--- config.mk ---
export PLATFORM = sky130hd
export DESIGN_NAME = wkm_ctrl
export DESIGN_NICKNAME = d
export VERILOG_FILES = /design/src/wkm_pkg.sv /design/src/wkm_ctrl.sv /design/src/wkm_prio.sv
export VERILOG_INCLUDE_DIRS = /design/src
export SDC_FILE = /design/constraint.sdc
export NUM_CORES = 1
export LEC_CHECK = 0
export ABC_CLOCK_PERIOD_IN_PS = 3700
export BUFFER_PORTS_ARGS = -buffer_cell sky130_fd_sc_hd__buf_2
export CORE_UTILIZATION = 45
export CTS_CLUSTER_SIZE = 20
export DETAILED_ROUTE_END_ITERATION = 12
export GPL_TIMING_DRIVEN = 0
export PLACE_DENSITY = 0.82
export SYNTH_ARGS = -nofsm -noshare
export SYNTH_HDL_FRONTEND = slang
export SYNTH_SLANG_ARGS = --single-unit
--- constraint.sdc ---
create_clock -name ref_clk -period 3.7 [get_ports ref_clk]
set_input_delay 0.185 -clock ref_clk [delete_from_list [all_inputs] [get_ports ref_clk]]
set_output_delay 0.185 -clock ref_clk [all_outputs]
set_load 0.02 [all_outputs]
--- src/wkm_defines.svh ---
// constants and register map of the wake-up and interrupt mode controller
// Summary of operation
// - wake only from sleep or idle modes
// - after wake vector if enabled, else next
// - port change wake disabled means no wake
// - wake off, irq on: set pending only
// - wake on, irq off: wake, next instruction
// - idle keeps timers and pulse generator running
// - no port irq in run with enable low
// - adc done wakes if enabled; clocks run
// - timer events wake idle only, never sleep
// - sleep stops oscillator, timers; clears watchdog
// - low voltage wakes only with its enable
// - enabled watchdog timeout resets the device
// - vectors 06, 0C, 21 for wake sources
`ifndef WKM_DEFINES_SVH
`define WKM_DEFINES_SVH
`define WKM_ADDR_CTRL     4'h0
`define WKM_ADDR_WAKE     4'h1
`define WKM_ADDR_MASK     4'h2
`define WKM_ADDR_FLAG     4'h3
`define WKM_ADDR_STATE    4'h4
`define WKM_ADDR_VECTOR   4'h5
`define WKM_ADDR_CMD      4'h6
`define WKM_CTRL_IDLE     0
`define WKM_CTRL_GREEN    1
`define WKM_CTRL_WDT_EN   2
`define WKM_WAKE_PORT     1
`define WKM_WAKE_ADC      3
`define WKM_WAKE_LVD      2
`define WKM_CMD_SLEEP     0
`define WKM_CMD_GIE_ON    1
`define WKM_CMD_GIE_OFF   2
`define WKM_EV_PORT       0
`define WKM_EV_ADC        1
`define WKM_EV_LVD        2
`define WKM_EV_MAIN_TMR   3
`define WKM_EV_AUX_A      4
`define WKM_EV_AUX_B      5
`define WKM_EV_AUX_C      6
`define WKM_EV_PW_HI      7
`define WKM_EV_PW_LO      8
`define WKM_NUM_EV        9
`define WKM_VEC_PORT      8'h06
`define WKM_VEC_ADC       8'h0C
`define WKM_VEC_LVD       8'h21
`define WKM_VEC_TIMER     8'h09
`define WKM_RESET_VAL     32'h0000_0000
`endif

--- src/wkm_pkg.sv ---
// types of the wake-up and interrupt mode controller
`default_nettype none
package wkm_pkg;
	typedef enum logic [1:0] {
		WKM_NORMAL, WKM_GREEN, WKM_IDLE, WKM_SLEEP
	} wkm_mode_type;
endpackage
`default_nettype wire

--- src/wkm_ctrl.sv ---
// wake-up and interrupt mode controller with avalon-mm registers
`include "wkm_defines.svh"
`timescale 1ns/1ps
`default_nettype none
module wkm_ctrl #(
	parameter int NEV = `WKM_NUM_EV
) (
	input  wire logic        ref_clk,
	input  wire logic        reset_n,
	input  wire logic [3:0]  avs_address,
	input  wire logic        avs_read,
	input  wire logic        avs_write,
	input  wire logic [31:0] avs_writedata,
	output logic      [31:0] avs_readdata,
	output logic             avs_waitrequest,
	input  wire logic [NEV-1:0] event_in,
	input  wire logic        wdt_timeout,
	input  wire logic        lowvolt_reset,
	input  wire logic        adc_busy,
	input  wire logic        resume_ack,
	output logic             osc_run,
	output logic             timers_run,
	output logic             slow_clock_run,
	output logic             main_clock_run,
	output logic             wdt_clear,
	output logic             core_wake,
	output logic             core_vector_req,
	output logic      [7:0]  core_vector,
	output logic             core_next_instr,
	output logic             device_reset,
	output logic             irq
);
	initial begin
		if (NEV != `WKM_NUM_EV) $error("wkm_ctrl: NEV must be 9");
	end

	// registers
	logic [2:0]     ctrl_reg, ctrl_next;   // idle/green/wdt enables
	logic [3:0]     wake_reg, wake_next;   // wake enables
	logic [NEV-1:0] mask_reg, mask_next;   // irq enables
	logic [NEV-1:0] flag_reg, flag_next;   // sticky pending flags
	logic           gie_reg,  gie_next;    // global irq enable
	wkm_pkg::wkm_mode_type mode_reg, mode_next;
	logic [7:0]     vec_reg, vec_next;     // vector output
	logic           wake_p_reg, wake_p_next;
	logic           vreq_reg, vreq_next;
	logic           next_reg, next_next;
	logic           rst_reg, rst_next;
	logic           wclr_reg, wclr_next;
	logic [31:0]    rd_reg, rd_next;
	logic           ack_reg, ack_next;     // one-cycle wait then answer

	logic [NEV-1:0] wake_ok;               // event may wake current mode
	logic [3:0]     pick_idx;
	logic           pick_any;
	logic [NEV-1:0] pend_irq;
	logic           asleep;
	logic           run_mode;
	logic           req;
	logic [NEV-1:0] clr_bits;              // flags cleared by a write
	logic [NEV-1:0] pend_next;             // enabled and pending next

	assign asleep   = (mode_reg == wkm_pkg::WKM_SLEEP) ||
			(mode_reg == wkm_pkg::WKM_IDLE);
	assign run_mode = !asleep;
	assign req      = (avs_read || avs_write) && !ack_reg;

	// per-source wake qualification
	always_comb begin
		wake_ok = '0;
		// port change needs its wake enable
		wake_ok[`WKM_EV_PORT] = wake_reg[`WKM_WAKE_PORT];
		// adc done needs its wake enable
		wake_ok[`WKM_EV_ADC]  = wake_reg[`WKM_WAKE_ADC];
		// low voltage needs its wake enable
		wake_ok[`WKM_EV_LVD]  = wake_reg[`WKM_WAKE_LVD];
		// timers wake from idle, never from sleep
		for (int i = `WKM_EV_MAIN_TMR; i < NEV; i++)
			wake_ok[i] = (mode_reg == wkm_pkg::WKM_IDLE);
	end

	assign pend_irq = flag_reg & mask_reg;

	// flag update: a written one clears, a new event with its irq enable sets
	always_comb begin
		clr_bits = '0;
		// clears land with the write, at the edge that ends the wait
		if (avs_write && ack_reg && avs_address == `WKM_ADDR_FLAG)
			clr_bits = avs_writedata[NEV-1:0];
		// flags: set wins over clear
		flag_next = (flag_reg & ~clr_bits) | (event_in & mask_reg);
	end

	// enabled sources that stand pending after this edge
	assign pend_next = flag_next & mask_reg;

	// picks from next flags, so an event in this cycle competes too
	wkm_prio #(.N(NEV)) u_prio (
		.req (pend_next),
		.idx (pick_idx),
		.any (pick_any)
	);

	// vector lookup per source
	function automatic logic [7:0] vec_of(input logic [3:0] k);
		case (k)
			4'h0:    vec_of = `WKM_VEC_PORT;
			4'h1:    vec_of = `WKM_VEC_ADC;
			4'h2:    vec_of = `WKM_VEC_LVD;
			default: vec_of = `WKM_VEC_TIMER;
		endcase
	endfunction

	// next state of mode, enables and core handshake
	always_comb begin
		logic           woke;
		woke      = 1'b0;
		ctrl_next = ctrl_reg;
		wake_next = wake_reg;
		mask_next = mask_reg;
		gie_next  = gie_reg;
		mode_next = mode_reg;
		vec_next  = vec_reg;
		wake_p_next = 1'b0;
		vreq_next = vreq_reg && !resume_ack;
		next_next = 1'b0;
		rst_next  = 1'b0;
		wclr_next = 1'b0;
		rd_next   = rd_reg;
		ack_next  = req;
		// register writes land at the edge that ends the wait
		if (avs_write && ack_reg) begin
			case (avs_address)
				`WKM_ADDR_CTRL: ctrl_next = avs_writedata[2:0];
				`WKM_ADDR_WAKE: wake_next = avs_writedata[3:0];
				`WKM_ADDR_MASK: mask_next = avs_writedata[NEV-1:0];
				`WKM_ADDR_FLAG: ;   // cleared in the flag update
				`WKM_ADDR_CMD: begin
					if (avs_writedata[`WKM_CMD_GIE_ON])  gie_next = 1'b1;
					if (avs_writedata[`WKM_CMD_GIE_OFF]) gie_next = 1'b0;
					if (avs_writedata[`WKM_CMD_SLEEP] && run_mode) begin
						// sleep instr enters idle or sleep
						mode_next = ctrl_reg[`WKM_CTRL_IDLE] ?
							wkm_pkg::WKM_IDLE : wkm_pkg::WKM_SLEEP;
						wclr_next = 1'b1;   // watchdog cleared
					end
				end
				default: ;
			endcase
		end
		// green and normal follow the control bit while running
		if (run_mode && mode_next == mode_reg)
			mode_next = ctrl_next[`WKM_CTRL_GREEN] ?
				wkm_pkg::WKM_GREEN : wkm_pkg::WKM_NORMAL;
		// wake only from sleep or idle
		if (asleep && |(event_in & wake_ok)) begin
			woke        = 1'b1;
			wake_p_next = 1'b1;
			mode_next   = ctrl_reg[`WKM_CTRL_GREEN] ?
				wkm_pkg::WKM_GREEN : wkm_pkg::WKM_NORMAL;
		end
		// vector or next instruction after wake or in run
		if (woke && !(gie_reg && pick_any))
			next_next = 1'b1;
		else if ((woke || run_mode) && gie_reg && !vreq_reg &&
				pick_any) begin
			// lowest pending source, new events included
			vreq_next = 1'b1;
			vec_next  = vec_of(pick_idx);
		end
		// watchdog and low voltage reset override mode, vector request and next instruction
		if ((wdt_timeout && ctrl_reg[`WKM_CTRL_WDT_EN]) ||
				(lowvolt_reset && run_mode)) begin
			rst_next  = 1'b1;
			mode_next = wkm_pkg::WKM_NORMAL;
			vreq_next = 1'b0;
			next_next = 1'b0;
		end
		// register read mux
		if (avs_read && req) begin
			case (avs_address)
				`WKM_ADDR_CTRL:   rd_next = {29'h0, ctrl_reg};
				`WKM_ADDR_WAKE:   rd_next = {28'h0, wake_reg};
				`WKM_ADDR_MASK:   rd_next = {23'h0, mask_reg};
				`WKM_ADDR_FLAG:   rd_next = {23'h0, flag_reg};
				`WKM_ADDR_STATE:  rd_next = {27'h0, gie_reg, vreq_reg,
					asleep, 2'(mode_reg)};
				`WKM_ADDR_VECTOR: rd_next = {24'h0, vec_reg};
				default:          rd_next = 32'h0000_0000;
			endcase
		end
	end

	// register all state
	always_ff @(posedge ref_clk or negedge reset_n) begin
		if (!reset_n) begin
			ctrl_reg   <= '0;
			wake_reg   <= '0;
			mask_reg   <= '0;
			flag_reg   <= '0;
			gie_reg    <= 1'b0;
			mode_reg   <= wkm_pkg::WKM_NORMAL;
			vec_reg    <= 8'h00;
			wake_p_reg <= 1'b0;
			vreq_reg   <= 1'b0;
			next_reg   <= 1'b0;
			rst_reg    <= 1'b0;
			wclr_reg   <= 1'b0;
			rd_reg     <= `WKM_RESET_VAL;
			ack_reg    <= 1'b0;
		end else begin
			ctrl_reg   <= ctrl_next;
			wake_reg   <= wake_next;
			mask_reg   <= mask_next;
			flag_reg   <= flag_next;
			gie_reg    <= gie_next;
			mode_reg   <= mode_next;
			vec_reg    <= vec_next;
			wake_p_reg <= wake_p_next;
			vreq_reg   <= vreq_next;
			next_reg   <= next_next;
			rst_reg    <= rst_next;
			wclr_reg   <= wclr_next;
			rd_reg     <= rd_next;
			ack_reg    <= ack_next;
		end
	end

	// clock and timer gating per mode
	assign osc_run        = (mode_reg != wkm_pkg::WKM_SLEEP) || adc_busy;
	assign timers_run     = (mode_reg != wkm_pkg::WKM_SLEEP) || adc_busy;
	assign slow_clock_run = osc_run;
	assign main_clock_run = osc_run;

	assign avs_waitrequest = (avs_read || avs_write) && !ack_reg;
	assign avs_readdata    = rd_reg;
	assign wdt_clear       = wclr_reg;
	assign core_wake       = wake_p_reg;
	assign core_vector_req = vreq_reg;
	assign core_vector     = vec_reg;
	assign core_next_instr = next_reg;
	assign device_reset    = rst_reg;
	assign irq             = |pend_irq;

	// timer events never wake sleep
	a_sleep_no_timer: assert property (@(posedge ref_clk) disable iff (!reset_n)
		(mode_reg == wkm_pkg::WKM_SLEEP && event_in[NEV-1:3] != '0 &&
		event_in[2:0] == '0 && !wdt_timeout) |=> !core_wake)
		else $error("timer woke sleep");
	// port without wake enable never wakes
	a_port_no_wake: assert property (@(posedge ref_clk) disable iff (!reset_n)
		(asleep && !wake_reg[`WKM_WAKE_PORT] && event_in == 9'h001)
		|=> !core_wake)
		else $error("port woke without enable");
	// pending set with irq enable
	a_port_pend: assert property (@(posedge ref_clk) disable iff (!reset_n)
		(event_in[0] && mask_reg[0]) |=> flag_reg[0])
		else $error("port pending not set");
	// port with wake enable wakes
	a_port_wake: assert property (@(posedge ref_clk) disable iff (!reset_n)
		(asleep && wake_reg[`WKM_WAKE_PORT] && event_in[0] && !wdt_timeout)
		|=> core_wake)
		else $error("port failed to wake");
	// no wake pulse in run modes
	a_run_no_wake: assert property (@(posedge ref_clk) disable iff (!reset_n)
		run_mode |=> !core_wake)
		else $error("wake pulse in run mode");
	// sleep halts timers unless converting
	a_sleep_halt: assert property (@(posedge ref_clk) disable iff (!reset_n)
		(mode_reg == wkm_pkg::WKM_SLEEP && !adc_busy) |-> !timers_run)
		else $error("timers run in sleep");
	// idle keeps timers running
	a_idle_run: assert property (@(posedge ref_clk) disable iff (!reset_n)
		(mode_reg == wkm_pkg::WKM_IDLE) |-> timers_run)
		else $error("timers stopped in idle");
	// watchdog reset
	a_wdt_reset: assert property (@(posedge ref_clk) disable iff (!reset_n)
		(wdt_timeout && ctrl_reg[`WKM_CTRL_WDT_EN]) |=> device_reset)
		else $error("watchdog did not reset");
	// low voltage reset in run
	a_lvr_reset: assert property (@(posedge ref_clk) disable iff (!reset_n)
		(lowvolt_reset && run_mode) |=> device_reset)
		else $error("low voltage did not reset");
	// vector for port change
	a_port_vec: assert property (@(posedge ref_clk) disable iff (!reset_n)
		$rose(vreq_reg) && flag_reg[0] && mask_reg[0] |->
		core_vector == `WKM_VEC_PORT)
		else $error("wrong port vector");
	// port change with irq enable low sets no flag
	a_port_no_irq: assert property (@(posedge ref_clk) disable iff (!reset_n)
		(event_in[0] && !mask_reg[0] && !flag_reg[0]) |=> !flag_reg[0])
		else $error("port flagged with irq enable low");
	// adc done with its wake enable wakes sleep or idle
	a_adc_wake: assert property (@(posedge ref_clk) disable iff (!reset_n)
		(asleep && wake_reg[`WKM_WAKE_ADC] && event_in[`WKM_EV_ADC])
		|=> core_wake)
		else $error("adc done failed to wake");
	// low voltage without its wake enable never wakes
	a_lvd_no_wake: assert property (@(posedge ref_clk) disable iff (!reset_n)
		(asleep && !wake_reg[`WKM_WAKE_LVD] && event_in == 9'h004)
		|=> !core_wake)
		else $error("low voltage woke without enable");
	// timer events wake idle
	a_idle_timer: assert property (@(posedge ref_clk) disable iff (!reset_n)
		(mode_reg == wkm_pkg::WKM_IDLE && event_in[NEV-1:3] != '0)
		|=> core_wake)
		else $error("timer failed to wake idle");
	// wake with global irq off resumes at the next instruction
	a_wake_next: assert property (@(posedge ref_clk) disable iff (!reset_n)
		(asleep && !gie_reg && |(event_in & wake_ok) && !wdt_timeout)
		|=> core_next_instr)
		else $error("wake without next instruction");
endmodule
`default_nettype wire

--- src/wkm_prio.sv ---
// fixed priority picker of the lowest pending event index
`timescale 1ns/1ps
`default_nettype none
module wkm_prio #(
	parameter int N = 9
) (
	input  wire logic [N-1:0] req,
	output logic      [3:0]   idx,
	output logic              any
);
	initial begin
		if (N < 1 || N > 16) $error("wkm_prio: N out of range");
	end
	// lowest index wins
	always_comb begin
		idx = 4'h0;
		any = 1'b0;
		for (int i = N - 1; i >= 0; i--) begin
			if (req[i]) begin
				idx = 4'(i);
				any = 1'b1;
			end
		end
	end
endmodule
`default_nettype wire
==> impl_metrics.toml <==
[status]
status = "completed"

[clock_network]
ctsResizeCount = 0
tritoncts = "yes"
cts_made_buffers = 5
cts_max_level = 2
clk_pin_slew_ns = 0.09
holdBufCountCts = 0
clockRootBuffer = "clkbuf_8"
cts_setup_buffers = 0
cts_sinks = 48
clk_latency_ns = 0.30
clockBufferDepth = 2

[synthesis]
seq_area_frac_synth_pct = 43.0
synthCells = 274
yosysWarnings = 0
synth_ff_type = "dfrtp_1"
yosys-top-cells-count = "dfrtp_1, buf_4, nand2_1"
ys_async_sr_fraction_pct = 100
yosys-top-cells-area = "dfrtp_1, buf_4, mux2_2"
yosysUniqueCellTypes = 46
synth_edf_count = 0
synth_area_per_cell_um2 = 10.2
yosys.area.top_type = "dfrtp_1"
synth_seq_cells = 48
netlist_area_mm2 = 0.00279
synth_top_area_share_pct = 43.0
post-synth-top-count-cell = "dfrtp_1"

[worst_setup_path]
crit_chain = "and4bb_1 -> buf_4 -> a41oi_1 -> a2111oi_4 -> nand2_2 -> a211oi_2"
crit_buf_inv = 1
r2r-start = "ack_reg"
slowest_delay_ns = 0.45
cp-end-kind = "flop"
path_delay_family = "compound AO/OA/AOI/OAI gates"
cp.arrival_ns = 2.12
critPathLaunch = "ack_reg"
crit_path_max_fanout = 8
worst_ep_required_time_ns = 3.92
crit_slowest_cell = "a2111oi_4"
start_kind = "flop"
worstSetupPathType = "reg2reg"

[global_route]
grt_pass1_wl_um = 11300
grtUsageTotal_pct = 22.9
grt_max_degree = 49
gr-usage-met2_pct = 34.3
grt_use_met3_pct = 5.06
gr-total-overflow = 0
busiest_layer = "met2"
use_met1_pct = 31.8
grt_pass1_vias = 2244
grt_antenna_before_repair = 0

[power]
p_comb_share_pct = 32.8
power.net_switching_mw = 0.587
ir_worst_vdd_uv = 267
p_int_mw = 1.00
p_clk_share_pct = 21.0
power_density_mw_per_mm2 = 476
p_sw_share_pct = 36.9
p_leak_nw = 1.64
p_seq_share_pct = 46.2
finalPower_mw = 1.59

[floorplan]
fp.dieW_um = 80.8
num_io_pins = 104
core_area_mm2 = 0.00596
start_util_pct = 46.9
die_y_um = 80.8
die_area_mm2 = 0.00652
rows = 28

[worst_hold_path]
worst_hold_path_type = "in2async"

[sta]
finalCritPeriodShare_pct = 51.3
maxSlewViolCount = 0
grt_setup_unrepaired = "false"
max_slew_margin_pct = 28.2
fmax_mhz = 527
setup_slack_ns = 1.80
worst_pin_slew_ns = 1.08
final.min_clock_period_ns = 1.90
final_hold_viol_count = 0
setup_tns_ns = 0
finClkSkew_ns = 0.00650
setup_viol = 0
fin_hold_ws_ns = 0.0719

[cells_and_area]
diodes = 0
fill_cells = 515
drive_above_1_share_pct = 33.9
area_growth_pct = 19.6
seq_area_mm2 = 0.00120
multiInputGateArea_mm2 = 0.00139
finalNetCount = 412

[drt]
vias = 2448
vias_per_cell = 5.63
drt_iter0_markers = 258
drt-total-wl_um = 6990
drc = 0
ant_nets = 0
first_pass_iters = 7
wl_per_cell_um = 16.1

[placed_design]
gp_congestion = 0.847
io_buffers = 53
dpl.hpwl_um = 5210
dp_slack_ns = 1.70

[run]
maxCapViolations = 0
## path summary, 6_finish.rpt
path | end | cells past startpoint | slack, ns
min reg2reg | avs_readdata[8] | 2 | 0.48
max in group asynchronous | core_vector[5] | 1 | 2.97
max reg2reg | core_next_instr | 6 | 1.80
min in group ref_clk | gie_reg | 2 | 0.12
max | core_next_instr | 6 | 1.80
min | mode_reg[1] | 1 | 0.07
## area by class of cell
type                    instances  area share [%]
clock buffers                   7            2.59
plain buffers                  39            8.02
repair buffers                 53            7.94
multi-input cells             204            41.6
well taps                      75            2.81
inverters                       8           0.899
flip-flops and latches         48            36.0
clock inverters                 1           0.225
## worst reg2reg max path, delay by kind of cell (launching register included)
kind	cells	cell delay, ns
flip-flops	1	0.40
buffers and inverters	1	0.18
AND/OR/NAND/NOR	2	0.35
AO/OA/AOI/OAI	3	0.89
## through the flow
stage | cell area, um2 | util, % | cells
floorplan | 2890 | - | 299
global placement | 3250 | 54.5 | 427
detailed placement | 3250 | 54.5 | 427
CTS | 3340 | 56.1 | 435
global route | 3340 | 56.1 | 435
finish | 3340 | 56.1 | 435
## per-layer routing
| layer | vias to the layer above | part of all wire [%] |
|---|---|---|
| met5 | - | 0 |
| met4 | 0 | 1.3 |
| met3 | 10 | 7.5 |
| met2 | 127 | 47 |
| met1 | 1190 | 44 |
| li1 | 1121 | - |
## cells in the final DEF (no fill, tap or decap), types with 8 or more instances in the layout
cell,instances
nand2_1,27
mux2i_1,11
buf_2,54
o21ai_0,16
mux2_2,18
buf_4,32
dfrtp_1,48
conb_1,26
a22o_1,17
nor2_1,13
nor2b_1,10
inv_1,8
a21oi_1,9
## kinds of logic after synthesis
kind of cell	count (synthesis)	share of synthesized area, %
AOI/OAI and AO/OA	72	19.6
other	1	0.134
and+or+nand+nor	76	14.6
muxes	30	12.0
buffers and inverters	47	10.7
DFF	48	43.0
## power by group through the flow
stage	clock (mW)	sequential [mW]	combinational [mW]
2_1_floorplan	0	0.749	0.333
3_3_place_gp	0	0.737	0.500
3_5_place_dp	0	0.741	0.515
4_1_cts	0.336	0.731	0.517
5_1_grt	0.352	0.751	0.570
6_report	0.334	0.734	0.521
(Power assumes the default switching activity.)
